--- src/aisa_pkg.sv ---
// Constants and carrier types of the audio interrupt status aggregator.
// Assumes a serial control port decoder that turns host frames into
// one-cycle register read and write strobes with a 7-bit address.
package aisa_pkg;

  // ==========================================================
  // Register port widths
  localparam int unsigned ADDR_W = 7;
  localparam int unsigned DATA_W = 8;

  // ==========================================================
  // Register offsets
  localparam logic [6:0] OFF_RX_ERR_FLAGS = 7'h18;
  localparam logic [6:0] OFF_RX_ERR_ENABLE = 7'h19;
  localparam logic [6:0] OFF_CONV_FLAGS = 7'h1a;
  localparam logic [6:0] OFF_CONV_ENABLE = 7'h1b;
  localparam logic [6:0] OFF_TOP_FLAGS = 7'h1c;
  localparam logic [6:0] OFF_TOP_ENABLE = 7'h1d;

  // ==========================================================
  // Converter error register fields
  localparam int unsigned CONV_W = 4;
  localparam int unsigned CONV_STARVE_BIT = 3;
  localparam int unsigned CONV_LEFT_CLIP_BIT = 2;
  localparam int unsigned CONV_RIGHT_CLIP_BIT = 1;
  localparam int unsigned CONV_MUTE_HINT_BIT = 0;
  // Mute hint follows a state; the other three are sticky
  localparam logic [3:0] CONV_STICKY = 4'he;
  // Only bits 2..0 own a mask bit
  localparam logic [3:0] CONV_ENABLE_BITS = 4'h7;

  // ==========================================================
  // Receiver error register fields
  localparam int unsigned RX_ERR_W = 8;
  localparam int unsigned RX_BIPHASE_BIT = 1;
  localparam int unsigned RX_CRC_BIT = 3;
  // Biphase/parity and CRC are sticky; the rest follow a state
  localparam logic [7:0] RX_ERR_STICKY = 8'h0a;

  // ==========================================================
  // Top interrupt status fields
  localparam int unsigned TOP_W = 8;
  localparam int unsigned TOP_CONV_SUM_BIT = 7;
  localparam int unsigned TOP_TX_COLLIDE_BIT = 6;
  localparam int unsigned TOP_TX_UB_EMPTY_BIT = 5;
  localparam int unsigned TOP_TX_CS_SENT_BIT = 4;
  localparam int unsigned TOP_RX_AB_DIFF_BIT = 3;
  localparam int unsigned TOP_RX_UB_NEW_BIT = 2;
  localparam int unsigned TOP_RX_CS_BIT = 1;
  localparam int unsigned TOP_RX_SUM_BIT = 0;
  localparam logic [7:0] TOP_STICKY = 8'hff;
  // Bit 3 is reserved in the mask and never interrupts
  localparam logic [7:0] TOP_ENABLE_BITS = 8'hf7;

  // ==========================================================
  // Reset values
  localparam logic [7:0] RST_RX_ERR_ENABLE = 8'h00;
  localparam logic [7:0] RST_CONV_ENABLE = 8'h00;
  localparam logic [7:0] RST_TOP_ENABLE = 8'h00;
  localparam logic [7:0] RST_RDATA = 8'h00;

  // ==========================================================
  // Carriers
  typedef struct packed {
    logic rd;
    logic wr;
    logic [ADDR_W-1:0] addr;
    logic [DATA_W-1:0] wdata;
  } aisa_req_s;

  typedef struct packed {
    logic conv_starve;
    logic left_clip_flag;
    logic right_clip_flag;
    logic fast_mode_mute_hint;
  } aisa_conv_evt_s;

  typedef struct packed {
    logic tx_cs_host_write;
    logic tx_cs_copy_busy;
    logic tx_user_buffer_empty;
    logic tx_status_block_sent;
    logic rx_status_ab_mismatch;
    logic rx_user_block_new;
    logic rx_status_block_new;
    logic rx_status_changed;
  } aisa_link_evt_s;

endpackage : aisa_pkg

--- src/aisa_flag_bank.sv ---
// Bank of interrupt flags, each either sticky or state-following.
// Assumes events are synchronous to clk and that clr is a one-cycle
// strobe raised while the bank's register is being read.
`timescale 1ns/1ns
module aisa_flag_bank #(
  parameter int unsigned W = 8,
  parameter logic [W-1:0] STICKY = '1
) (
  input wire logic clk, // system clock
  input wire logic rst, // async reset, active high
  input wire logic [W-1:0] ev, // pulse (sticky) or level (state)
  input wire logic clr, // read strobe of this register
  output logic [W-1:0] flags, // value seen by a read
  output logic [W-1:0] pend // bits that may raise an interrupt
);
  typedef struct packed {
    logic [W-1:0] flags;
    logic [W-1:0] pend;
  } aisa_bank_state_s;

  aisa_bank_state_s st;
  aisa_bank_state_s next_st;

  if (W < 1 || W > 32)
  begin : g_chk
    $error("aisa_flag_bank: W must be 1 to 32");
  end

  // ==========================================================
  // Next state
  always_comb
  begin
    next_st = st;
    for (int i = 0; i < W; i++)
    begin
      if (STICKY[i])
      begin
        // An event in the clearing cycle wins over the read
        next_st.flags[i] = ev[i] | (st.flags[i] & ~clr);
        next_st.pend[i] = next_st.flags[i];
      end
      else
      begin
        // A read keeps the level but drops the pending change
        next_st.flags[i] = ev[i];
        next_st.pend[i] = (ev[i] != st.flags[i]) | (st.pend[i] & ~clr);
      end
    end
  end

  always_ff @(posedge clk or posedge rst)
  begin
    if (rst)
      st <= '0;
    else
      st <= next_st;
  end

  assign flags = st.flags;
  assign pend = st.pend;

endmodule : aisa_flag_bank

--- src/aisa_irq_aggregator.sv ---
// Interrupt flags, masks and summary logic of an audio codec.
// Assumes a serial control port decoder in front that issues one-cycle
// read and write strobes; the read answer follows one cycle later.
// Event inputs come from the converter, transmitter and receiver.
`timescale 1ns/1ns

module aisa_irq_aggregator
  import aisa_pkg::*;
(
  input wire logic mclk, // system clock, 20 MHz
  input wire logic sys_rst, // async reset, active high
  input wire aisa_pkg::aisa_req_s req, // register read/write strobe
  output logic [aisa_pkg::DATA_W-1:0] rdata, // read data
  output logic rvalid, // read data valid, one cycle
  input wire aisa_pkg::aisa_conv_evt_s conv_evt, // converter events
  input wire logic [aisa_pkg::RX_ERR_W-1:0] rx_err_evt, // receiver events
  input wire aisa_pkg::aisa_link_evt_s link_evt, // tx/rx events
  input wire logic rx_status_change_select, // 1: status bit on change
  output logic irq, // interrupt output, active high
  output logic conv_irq_level // enabled converter flag pending
);
  import aisa_pkg::*;

  typedef struct packed {
    logic [DATA_W-1:0] rx_err_enable;
    logic [DATA_W-1:0] conv_enable;
    logic [DATA_W-1:0] top_enable;
    logic [DATA_W-1:0] rdata;
    logic rvalid;
    logic irq;
    logic conv_irq;
  } aisa_top_state_s;

  aisa_top_state_s st;
  aisa_top_state_s next_st;

  // ==========================================================
  // Read strobes that clear flags
  logic rd_rx_err;
  logic rd_conv;
  logic rd_top;

  assign rd_rx_err = req.rd && (req.addr == OFF_RX_ERR_FLAGS);
  assign rd_conv = req.rd && (req.addr == OFF_CONV_FLAGS);
  assign rd_top = req.rd && (req.addr == OFF_TOP_FLAGS);

  // ==========================================================
  // Converter error flags
  logic [CONV_W-1:0] conv_ev;
  logic [CONV_W-1:0] conv_flags;
  logic [CONV_W-1:0] conv_pend;

  always_comb
  begin
    conv_ev = '0;
    conv_ev[CONV_STARVE_BIT] = conv_evt.conv_starve;
    conv_ev[CONV_LEFT_CLIP_BIT] = conv_evt.left_clip_flag;
    conv_ev[CONV_RIGHT_CLIP_BIT] = conv_evt.right_clip_flag;
    conv_ev[CONV_MUTE_HINT_BIT] = conv_evt.fast_mode_mute_hint;
  end

  aisa_flag_bank #(
    .W(CONV_W),
    .STICKY(CONV_STICKY)
  ) u_conv_bank (
    .clk(mclk),
    .rst(sys_rst),
    .ev(conv_ev),
    .clr(rd_conv),
    .flags(conv_flags),
    .pend(conv_pend)
  );

  // ==========================================================
  // Receiver error flags
  logic [RX_ERR_W-1:0] rx_flags;
  logic [RX_ERR_W-1:0] rx_pend;

  aisa_flag_bank #(
    .W(RX_ERR_W),
    .STICKY(RX_ERR_STICKY)
  ) u_rx_bank (
    .clk(mclk),
    .rst(sys_rst),
    .ev(rx_err_evt),
    .clr(rd_rx_err),
    .flags(rx_flags),
    .pend(rx_pend)
  );

  // ==========================================================
  // Summary terms
  logic conv_int;
  logic rx_int;

  assign conv_int =
    |(conv_pend & st.conv_enable[CONV_W-1:0] & CONV_ENABLE_BITS);
  assign rx_int = |(rx_pend & st.rx_err_enable);

  // ==========================================================
  // Top interrupt status flags
  logic [TOP_W-1:0] top_ev;
  logic [TOP_W-1:0] top_flags;
  logic [TOP_W-1:0] top_pend;

  always_comb
  begin
    top_ev = '0;
    top_ev[TOP_CONV_SUM_BIT] = conv_int;
    top_ev[TOP_TX_COLLIDE_BIT] =
      link_evt.tx_cs_host_write & link_evt.tx_cs_copy_busy;
    top_ev[TOP_TX_UB_EMPTY_BIT] = link_evt.tx_user_buffer_empty;
    top_ev[TOP_TX_CS_SENT_BIT] = link_evt.tx_status_block_sent;
    top_ev[TOP_RX_AB_DIFF_BIT] = link_evt.rx_status_ab_mismatch;
    top_ev[TOP_RX_UB_NEW_BIT] = link_evt.rx_user_block_new;
    top_ev[TOP_RX_CS_BIT] = rx_status_change_select ?
      link_evt.rx_status_changed : link_evt.rx_status_block_new;
    top_ev[TOP_RX_SUM_BIT] = rx_int;
  end

  aisa_flag_bank #(
    .W(TOP_W),
    .STICKY(TOP_STICKY)
  ) u_top_bank (
    .clk(mclk),
    .rst(sys_rst),
    .ev(top_ev),
    .clr(rd_top),
    .flags(top_flags),
    .pend(top_pend)
  );

  // ==========================================================
  // Read multiplexer
  logic [DATA_W-1:0] rd_mux;

  always_comb
  begin
    rd_mux = RST_RDATA;
    case (req.addr)
      OFF_RX_ERR_FLAGS: rd_mux = rx_flags;
      OFF_RX_ERR_ENABLE: rd_mux = st.rx_err_enable;
      OFF_CONV_FLAGS: rd_mux = {{(DATA_W-CONV_W){1'b0}}, conv_flags};
      OFF_CONV_ENABLE:
        rd_mux = {{(DATA_W-CONV_W){1'b0}},
          st.conv_enable[CONV_W-1:0] & CONV_ENABLE_BITS};
      OFF_TOP_FLAGS: rd_mux = top_flags;
      OFF_TOP_ENABLE: rd_mux = st.top_enable & TOP_ENABLE_BITS;
      default: rd_mux = RST_RDATA;
    endcase
  end

  // ==========================================================
  // Next state
  always_comb
  begin
    next_st = st;
    next_st.rvalid = req.rd;
    if (req.rd)
      next_st.rdata = rd_mux;
    if (req.wr)
    begin
      case (req.addr)
        OFF_RX_ERR_ENABLE: next_st.rx_err_enable = req.wdata;
        // only clip and hint masks are stored
        OFF_CONV_ENABLE:
          next_st.conv_enable = req.wdata &
            {{(DATA_W-CONV_W){1'b0}}, CONV_ENABLE_BITS};
        // reserved mask bit kept at zero
        OFF_TOP_ENABLE: next_st.top_enable = req.wdata & TOP_ENABLE_BITS;
        default: next_st = next_st;
      endcase
    end
    // any enabled status bit drives the output
    next_st.irq = |(top_pend & st.top_enable & TOP_ENABLE_BITS);
    // lets the host see the converter condition directly
    next_st.conv_irq = conv_int;
  end

  always_ff @(posedge mclk or posedge sys_rst)
  begin
    if (sys_rst)
    begin
      st.rx_err_enable <= RST_RX_ERR_ENABLE;
      st.conv_enable <= RST_CONV_ENABLE;
      st.top_enable <= RST_TOP_ENABLE;
      st.rdata <= RST_RDATA;
      st.rvalid <= 1'b0;
      st.irq <= 1'b0;
      st.conv_irq <= 1'b0;
    end
    else
      st <= next_st;
  end

  assign rdata = st.rdata;
  assign rvalid = st.rvalid;
  assign irq = st.irq;
  assign conv_irq_level = st.conv_irq;

endmodule : aisa_irq_aggregator

--- config.mk ---
export PLATFORM = sky130hd
export DESIGN_NAME = aisa_irq_aggregator
export DESIGN_NICKNAME = d
export VERILOG_FILES = /design/src/aisa_pkg.sv /design/src/aisa_flag_bank.sv /design/src/aisa_irq_aggregator.sv
export SDC_FILE = /design/constraint.sdc
export NUM_CORES = 1
export LEC_CHECK = 0
export BUFFER_PORTS_ARGS = -buffer_cell sky130_fd_sc_hd__buf_2
export CELL_PAD_IN_SITES_DETAIL_PLACEMENT = 0
export CELL_PAD_IN_SITES_GLOBAL_PLACEMENT = 2
export CORE_AREA = 8 8 93 112
export DETAILED_ROUTE_END_ITERATION = 10
export DIE_AREA = 0 0 101 120
export GPL_TIMING_DRIVEN = 0
export PLACE_DENSITY_LB_ADDON = 0.1
export SLEW_MARGIN = 20
export SYNTH_ARGS = -nofsm -noshare
export SYNTH_HDL_FRONTEND = slang
export SYNTH_SLANG_ARGS = --single-unit
--- constraint.sdc ---
create_clock -name mclk -period 1.7 [get_ports mclk]
set_input_delay 0.255 -clock mclk [delete_from_list [all_inputs] [get_ports mclk]]
set_output_delay 0.255 -clock mclk [all_outputs]
set_load 0.1 [all_outputs]
==> results.py, run 1 <==
metrics = {
    "yosys": {
        "yosys.area_share.xor_xnor": 0.0244,
        "syn-num-nets": 224,
        "muxShareOfSynthArea": 0.162,
        "ys.flop_type": "dfrtp_1",
        "synth_compound_area_frac": 0.110,
        "ys_ff_latch": 56,
        "avgSynthCellArea_um2": 13.6,
        "synth-simple-area-share": 0.0868,
        "ys_seq_area_frac": 0.559,
        "syn-cell-area_mm2": 0.00251,
        "synth_top_cell_area_share": 0.559,
        "yosysWarnings": 0,
        "synth_top_family_by_area": "multiplexers",
        "synthArstFlopShare": 1.00,
        "synthCells": 184,
        "synth_area_leaders": "dfrtp_1 56%, mux2_2 9.9%, mux4_2 6.3%",
        "synth.distinct_cells": 31,
        "synth_fa_ha_area_frac": 0,
        "synth.largest_area_cell": "dfrtp_1",
        "synth-edff-count": 0,
    },
    "floorplanning": {
        "io_pins": 51,
        "core_mm2": 0.00875,
        "die_w_um": 101,
        "die_y_um": 120,
        "die_area_mm2": 0.0121,
        "start_util": 0.287,
        "rows": 38,
    },
    "sta": {
        "timing.final.ws_setup_ns": 0.222,
        "rsz0062_at_grt": "no",
        "setup_viol": 0,
        "layout_min_cycle_time_ns": 1.48,
        "slew-limit-headroom": 0.559,
        "slew_viol_final": 0,
        "fmax_mhz": 677,
        "fin_hold_ws_ns": 0.0671,
        "hold_viol": 0,
        "worst_pin_slew_ns": 0.659,
        "post-route-period-util": 0.869,
        "final.setup_skew_ns": 0.00691,
    },
    "critical_path": {
        "reg2reg_slack_ns": 0.47,
        "cp.required_ns": 1.90,
        "timing.rr.end": "rdata[0]$_DFFE_PP0P_",
        "r2r_cells": 3,
        "cp-end-kind": "flop",
        "worstPathArrival_ns": 1.68,
        "critPathLaunch": "req[13]",
        "timing.rr.start": "st[11]$_DFFE_PP0P_",
        "worstPathMaxFanout": 8,
        "cp-start-kind": "input port",
        "worst-setup-path-type": "input port to flop",
    },
    "routing": {
        "drt_iter0_markers": 57,
        "wire_per_inst_um": 16.8,
        "dr.pass1.iters": 5,
        "vias_per_cell": 4.41,
        "route.vias.total": 1593,
        "ant_nets": 0,
        "drc": 0,
        "wirelength_um": 6070,
    },
    "placement": {
        "hpwl_um": 4620,
        "port-buffer-count": 47,
        "gp_congestion": 0.684,
        "pre_cts_ws_ns": -0.142,
    },
    "grt": {
        "grt_pass1_vias": 1825,
        "antenna_found_initial": 0,
        "grt_max_degree": 43,
        "grt_pass1_wl_um": 9960,
        "grt_use_total": 0.106,
        "overflow": 0,
    },
    "min_path": {
        "hold_class": "input port to flop",
        "holdPathEnd": "u_conv_bank.flags[0]$_DFF_PP0_",
        "min_from": "conv_evt[0]",
        "holdPathStages": 1,
    },
    "clocking": {
        "insertion_delay_ns": 0.31,
        "cts_resized": 0,
        "cts-htree-levels": 2,
        "clockBufferDepth": 2,
        "path_clk_slew_ns": 0.10,
        "cts_sinks": 56,
        "cts_tree": "yes",
        "cts_made_buffers": 5,
        "clockRootBuffer": "clkbuf_8",
    },
    "final_layout": {
        "drive_gt1_frac": 0.427,
        "nets": 280,
        "antenna-diode-count": 0,
        "layout-area-overhead-vs-synth_pct": 20.7,
    },
    "pwr": {
        "vdd_ir_drop_max_v": 0.000271,
        "p_leak_nw": 1.33,
        "powerDensity_mw_per_mm2": 885,
    },
    "run_status": {
        "status": "completed",
    },
    "flow_run": {
        "maxCapViolCount": 0,
    },
}
## worst max-delay path, cell delays in order
cell	delay [ns]
buf_2	0.09
and4bb_2	0.35
nor4b_4	0.58
mux2_2	0.40
## cell usage after synthesis, types with 4 or more instances
library cell	instances
mux2_2	22
o22ai_1	4
nand3b_1	5
a22oi_1	7
a21o_1	18
buf_4	10
dfrtp_1	56
mux4_2	7
nand3_1	6
inv_1	10
nand2_1	4
xor2_1	7
## cell type report
class | count | area [um2]
timing repair buffer | 49 | 273
multi-input combinational | 102 | 961
tap | 120 | 150
sequential | 56 | 1400
buffer | 16 | 109
inverter | 10 | 40.0
clock inverter | 1 | 7.51
clock buffer | 7 | 86.3
fill | 943 | 5720
## cell usage in the layout, fill, tap and decap left out
cell,instances
nand2_1,4
o221ai_1,1
clkbuf_8,6
xor2_1,7
a22oi_1,7
a221o_1,1
buf_2,50
nand4b_2,1
clkinvlp_4,1
dlygate4sd3_1,1
and4_1,1
nand3_1,6
a22o_1,1
and4bb_2,1
buf_6,1
a31oi_1,3
mux2_2,22
inv_1,9
nand4_1,1
nor4b_4,1
nor3b_4,1
dfrtp_1,56
mux4_2,7
clkbuf_1,3
a21o_1,18
nand4bb_1,1
nor2b_1,3
o22ai_1,4
nand4b_1,1
nor2_1,3
inv_4,1
buf_4,10
o21a_1,1
buf_16,1
nand3b_1,5
a222oi_1,1
## repair_timing
| item | in CTS | in global routing |
|---|---|---|
| endpoints found under the hold margin | 14 | 0 |
| hold buffers | 1 | 0 |
| buffers inserted | 0 | 0 |
## flip-flops by register name, indices dropped and copies added, names as in the netlist
| signal | flops |
|---|---|
| u_rx_bank.flags | 6 |
| rdata | 8 |
| u_conv_bank.pend | 2 |
| u_top_bank.pend | 8 |
| rvalid | 1 |
| u_rx_bank.pend | 8 |
| conv_irq_level | 1 |
| irq | 1 |
| st | 18 |
| u_conv_bank.flags | 3 |
## cells by family after synthesis
family / after synthesis
simple gates: 29
compound gates: 37
buf+inv: 26
xor+xnor: 7
mux: 29
flops: 56
## per-stage QoR
stage | instances | util | TNS, ns | area [um2] | total power, W
2_1_floorplan | 184 | - | 0 | 2510 | 0.00180
4_1_cts | 361 | 0.346 | 0 | 3030 | 0.00274
3_3_place_gp | 351 | 0.331 | -48.26 | 2890 | 0.00194
3_5_place_dp | 352 | 0.334 | -1.55 | 2920 | 0.00195
6_report | 361 | 0.346 | 0 | 3030 | 0.00268
5_1_grt | 361 | 0.346 | 0 | 3030 | 0.00282
## per-layer routing
metal	up-vias	routed length (um)	GRT usage
met5	-	0	0
met4	0	59	0.0308
met3	4	247	0.0238
met2	33	2940	0.171
met1	784	2830	0.140
li1	772	-	-
## worst max-delay path by stage
stage	endpoint	slack [ns]	cells past startpoint
2_1_floorplan	conv_irq_level$_DFF_PP0_	0.07	1
5_1_grt	u_top_bank.pend[1]$_DFF_PP0_	0.13	5
4_1_cts	u_top_bank.pend[1]$_DFF_PP0_	0.20	5
6_report	st[29]$_DFFE_PP0P_	0.22	4
3_3_place_gp	rdata[6]$_DFFE_PP0P_	-0.84	2
3_5_place_dp	st[28]$_DFFE_PP0P_	-0.14	4
## where the power goes
| part | internal [W] | leakage (nW) | total (W) | switching (W) |
|---|---|---|---|---|
| Sequential | 0.00140 | 0.645 | 0.00144 | 0.0000421 |
| Combinational | 0.000170 | 0.636 | 0.000470 | 0.000300 |
| Clock | 0.000333 | 0.0445 | 0.000770 | 0.000438 |
(Power assumes the default switching activity.)
==> run 2, diff against run 1 <==
--- a/config.mk
+++ b/config.mk
@@ -8,9 +8,9 @@
 export BUFFER_PORTS_ARGS = -buffer_cell sky130_fd_sc_hd__buf_2
 export CELL_PAD_IN_SITES_DETAIL_PLACEMENT = 0
 export CELL_PAD_IN_SITES_GLOBAL_PLACEMENT = 2
-export CORE_AREA = 8 8 93 112
+export CORE_AREA = 8 8 89 107
 export DETAILED_ROUTE_END_ITERATION = 10
-export DIE_AREA = 0 0 101 120
+export DIE_AREA = 0 0 97 115
 export GPL_TIMING_DRIVEN = 0
 export PLACE_DENSITY_LB_ADDON = 0.1
 export SLEW_MARGIN = 20
==> run 2 against run 1 <==
Net effect:
- core utilization is 3.4 points higher
- clock power shrank 2%
- count of clock-buffer cells in the layout is the same
- die area is 8.0% lower
- wire length is 2.9% lower
- critical path type unchanged
- critical endpoint is now st[33]$_DFFE_PP0P_
- largest cell class unchanged
==> results.py, run 2 (same netlist as run 1, synthesis figures left out) <==
metrics = {
    "grt": {
        "grt_max_degree": 43,
        "grt_pass1_vias": 1788,
        "grt_use_total": 0.113,
        "overflow": 0,
        "antenna_found_initial": 0,
        "grt_pass1_wl_um": 9990,
    },
    "placement": {
        "dpl_cell_area_mm2": 0.00289,
        "hpwl_um": 4520,
        "placed_cells": 327,
        "port-buffer-count": 47,
        "pre_cts_ws_ns": -0.161,
        "gp_congestion": 0.721,
    },
    "pwr": {
        "vdd_ir_drop_max_v": 0.000359,
        "powerDensity_mw_per_mm2": 890,
        "p_leak_nw": 1.33,
        "fin_total_pwr_w": 0.00267,
    },
    "final_layout": {
        "largest_register": "st",
        "final_cell_mix": "56 x dfrtp_1, 50 x buf_2, 22 x mux2_2, 18 x a21o_1, 10 x buf_4",
        "fin_cells": 336,
        "antenna-diode-count": 0,
        "final_area_mm2": 0.00300,
        "nets": 280,
        "largest_reg_flops": 18,
        "mostFrequentLayoutCell": "dfrtp_1",
        "layout-area-overhead-vs-synth_pct": 19.5,
        "drive_gt1_frac": 0.427,
    },
    "floorplanning": {
        "start_util": 0.318,
        "io_pins": 51,
        "rows": 36,
        "core_mm2": 0.00788,
        "die_y_um": 115,
        "die_w_um": 97,
        "die_area_mm2": 0.0112,
    },
    "critical_path": {
        "cp-end-kind": "flop",
        "reg2reg_slack_ns": 0.45,
        "cp.required_ns": 1.90,
        "worst-setup-path-type": "input port to flop",
        "timing.rr.end": "rdata[1]$_DFFE_PP0P_",
        "r2r_cells": 3,
        "worstPathMaxFanout": 8,
        "timing.rr.start": "u_rx_bank.pend[1]$_DFF_PP0_",
        "worstPathArrival_ns": 1.71,
        "cp-start-kind": "input port",
    },
    "clocking": {
        "cts_sinks": 56,
        "cts_resized": 0,
        "clockRootBuffer": "clkbuf_8",
        "clockBufferDepth": 2,
        "insertion_delay_ns": 0.30,
        "cts_made_buffers": 5,
        "cts_tree": "yes",
        "cts-htree-levels": 2,
        "path_clk_slew_ns": 0.10,
        "cts_setup_buffers": 0,
    },
    "routing": {
        "ant_nets": 0,
        "wire_per_inst_um": 17.5,
        "dr.pass1.iters": 4,
        "wirelength_um": 5900,
        "route.vias.total": 1613,
        "vias_per_cell": 4.80,
        "drt_iter0_markers": 66,
        "drc": 0,
    },
    "sta": {
        "final.setup_skew_ns": 0.00322,
        "worst_pin_slew_ns": 0.701,
        "timing.final.ws_setup_ns": 0.183,
        "layout_min_cycle_time_ns": 1.52,
        "fmax_mhz": 659,
        "rsz0062_at_grt": "no",
        "slew_viol_final": 0,
        "fin_hold_ws_ns": 0.0755,
        "slew-limit-headroom": 0.531,
        "hold_viol": 0,
        "setup_viol": 0,
        "post-route-period-util": 0.892,
    },
    "min_path": {
        "holdPathEnd": "u_rx_bank.flags[4]$_DFF_PP0_",
        "hold_class": "input port to flop",
        "holdPathStages": 1,
        "min_from": "rx_err_evt[4]",
    },
    "flow_run": {
        "maxCapViolCount": 0,
    },
    "run_status": {
        "status": "completed",
    },
}
run 2: cell counts in the layout (fill, tap and decap cells not counted):
Identical to the previous run, type by type.
run 2: layout make-up:
class,count,area (um2)
buffer,16,109
clock buffer,7,86.3
clock inverter,1,7.51
fill,803,4890
inverter,10,40.0
multi-input combinational,102,961
sequential,56,1400
tap,95,119
timing repair buffer,49,273
run 2: routing by layer:
metal,wire [um],vias to the layer above,track usage
met5,0,-,0
met4,29,0,0.0319
met3,266,2,0.0337
met2,2880,32,0.179
met1,2720,798,0.144
li1,-,781,-
run 2: worst max-delay path by stage:
stage | depth (start not counted) | startpoint | endpoint
after global placement | 2 | sys_rst | rdata[4]$_DFFE_PP0P_
after detailed placement | 4 | req[13] | st[33]$_DFFE_PP0P_
after floorplan | 1 | sys_rst | conv_irq_level$_DFF_PP0_
after global routing | 4 | req[14] | st[30]$_DFFE_PP0P_
final | 4 | req[13] | st[33]$_DFFE_PP0P_
after CTS | 4 | req[13] | st[33]$_DFFE_PP0P_
run 2: per-stage QoR:
step           TNS [ns]   util
6_report              0  0.380
5_1_grt               0  0.380
4_1_cts               0  0.380
3_5_place_dp      -1.48  0.367
3_3_place_gp     -45.55  0.363
2_1_floorplan         0      -
run 2: where the power goes:
part           total [W]  switching (W)  internal (W)
clock           0.000756       0.000424      0.000332
sequential       0.00144      0.0000422       0.00140
combinational   0.000471       0.000301      0.000170
total            0.00267       0.000767       0.00190
run 2: repair_timing:
| action | in CTS | in global routing |
|---|---|---|
| hold endpoints to repair | 14 | 0 |
| hold buffers | 1 | 0 |
| endpoints found under the setup margin | 0 | 0 |
run 2: worst max-delay path, stage by stage:
cell	delay (ns)
buf_2	0.09
and4bb_2	0.35
nor4b_4	0.61
mux2_2	0.40
==> run 3, diff against run 2 <==
--- a/config.mk
+++ b/config.mk
@@ -7,10 +7,10 @@
 export LEC_CHECK = 0
 export BUFFER_PORTS_ARGS = -buffer_cell sky130_fd_sc_hd__buf_2
 export CELL_PAD_IN_SITES_DETAIL_PLACEMENT = 0
-export CELL_PAD_IN_SITES_GLOBAL_PLACEMENT = 2
-export CORE_AREA = 8 8 89 107
+export CELL_PAD_IN_SITES_GLOBAL_PLACEMENT = 1
+export CORE_AREA = 8 8 83 99
 export DETAILED_ROUTE_END_ITERATION = 10
-export DIE_AREA = 0 0 97 115
+export DIE_AREA = 0 0 91 107
 export GPL_TIMING_DRIVEN = 0
 export PLACE_DENSITY_LB_ADDON = 0.1
 export SLEW_MARGIN = 20
==> run 3 against run 2 <==
Net effect:
- total power increased by 5.1%
- sequential share of layout area is 0.18 points lower
- worst setup slack better by 0.034 ns
- count of clock-buffer cells in the layout is 2 lower
- critical path type unchanged
==> results.py, run 3 (same netlist as run 1, synthesis figures left out) <==
metrics = {
    "final_layout": {
        "layout-area-overhead-vs-synth_pct": 19.9,
        "largest_reg_flops": 18,
        "num-fill-cells": 675,
        "largest_register": "st",
        "final_cell_mix": "56 x dfrtp_1, 50 x buf_2, 22 x mux2_2, 18 x a21o_1, 10 x buf_4",
        "drive_gt1_frac": 0.432,
        "nets": 280,
        "seqCellArea_mm2": 0.00140,
        "final_core_util": 0.450,
        "multi_input_area_um2": 961,
        "mostFrequentLayoutCell": "dfrtp_1",
        "fin_cells": 328,
        "antenna-diode-count": 0,
    },
    "floorplanning": {
        "io_pins": 51,
        "core_mm2": 0.00669,
        "start_util": 0.375,
        "die_area_mm2": 0.00974,
        "rows": 33,
        "die_y_um": 107,
        "die_w_um": 91,
    },
    "clocking": {
        "cts-htree-levels": 2,
        "cts_sinks": 56,
        "clockRootBuffer": "clkbuf_8",
        "cts_tree": "yes",
        "cts_made_buffers": 5,
        "path_clk_slew_ns": 0.11,
        "cts_setup_buffers": 0,
        "clockBufferDepth": 2,
        "cts_resized": 0,
        "hold_buffers": 1,
        "insertion_delay_ns": 0.31,
    },
    "sta": {
        "slew_viol_final": 0,
        "final.setup.tns_ns": 0,
        "worst_pin_slew_ns": 0.652,
        "fin_hold_ws_ns": 0.0574,
        "slew-limit-headroom": 0.564,
        "rsz0062_at_grt": "no",
        "hold_viol": 0,
        "layout_min_cycle_time_ns": 1.48,
        "fmax_mhz": 674,
        "post-route-period-util": 0.872,
        "final.setup_skew_ns": 0.0127,
        "setup_viol": 0,
    },
    "min_path": {
        "holdPathStages": 1,
        "min_from": "rx_err_evt[7]",
        "hold_class": "input port to flop",
        "holdPathEnd": "u_rx_bank.flags[7]$_DFF_PP0_",
    },
    "routing": {
        "wirelength_um": 5490,
        "route.vias.total": 1616,
        "vias_per_cell": 4.93,
        "dr.pass1.iters": 4,
        "ant_nets": 0,
        "drc": 0,
        "drt_iter0_markers": 73,
        "wire_per_inst_um": 16.7,
    },
    "critical_path": {
        "reg2reg_slack_ns": 0.46,
        "timing.rr.end": "rdata[1]$_DFFE_PP0P_",
        "r2r_cells": 3,
        "worstPathMaxFanout": 8,
        "worstPathArrival_ns": 1.68,
        "worst-setup-path-type": "input port to flop",
        "cp-start-kind": "input port",
        "timing.rr.start": "u_rx_bank.pend[1]$_DFF_PP0_",
        "cp.required_ns": 1.90,
        "cp-end-kind": "flop",
    },
    "grt": {
        "overflow": 0,
        "grt_max_degree": 45,
        "antenna_found_initial": 0,
        "grt_pass1_wl_um": 9120,
        "grt_use_total": 0.119,
        "grt_pass1_vias": 1712,
    },
    "pwr": {
        "powerDensity_mw_per_mm2": 932,
        "vdd_ir_drop_max_v": 0.000379,
        "fin_total_pwr_w": 0.00280,
        "p_leak_nw": 1.34,
    },
    "placement": {
        "gp_congestion": 0.700,
        "placed_cells": 319,
        "port-buffer-count": 47,
        "hpwl_um": 4170,
    },
    "flow_run": {
        "maxCapViolCount": 0,
    },
    "run_status": {
        "status": "completed",
    },
}
run 3: worst max-delay path by stage:
stage,from,end,cells past startpoint
CTS,req[13],st[33]$_DFFE_PP0P_,4
finish,req[13],st[27]$_DFFE_PP0P_,4
global route,req[13],st[27]$_DFFE_PP0P_,4
floorplan,sys_rst,conv_irq_level$_DFF_PP0_,1
global placement,sys_rst,rdata[0]$_DFFE_PP0P_,2
detailed placement,req[13],st[33]$_DFFE_PP0P_,4
run 3: layout make-up:
cell class	count	share of cell area
tap	87	0.0362
inverter	10	0.0133
buffer	16	0.0362
clock inverter	3	0.0154
multi-input combinational	102	0.319
clock buffer	5	0.0229
timing repair buffer	49	0.0907
sequential	56	0.466
run 3: report_power, final:
| part | internal (W) | switching [W] | leakage (nW) |
|---|---|---|---|
| clock | 0.000445 | 0.000452 | 0.0548 |
| sequential | 0.00140 | 0.0000411 | 0.645 |
| combinational | 0.000170 | 0.000299 | 0.636 |
| total | 0.00201 | 0.000792 | 1.34 |
run 3: per-layer routing:
metal,wire length [um],global-route usage
met5,0,0
met4,61,0.0375
met3,276,0.0384
met2,2550,0.187
met1,2610,0.151
run 3: critical path: stages:
cell      delay, ns
buf_2          0.09
and4bb_2       0.35
nor4b_4        0.57
mux2_2         0.40
run 3: per-stage QoR:
stage          cell area [um2]  worst slack [ns]
2_1_floorplan             2510            0.0737
3_3_place_gp              2850            -0.752
3_5_place_dp              2880            -0.139
4_1_cts                   3010             0.206
5_1_grt                   3010             0.146
6_report                  3010             0.217
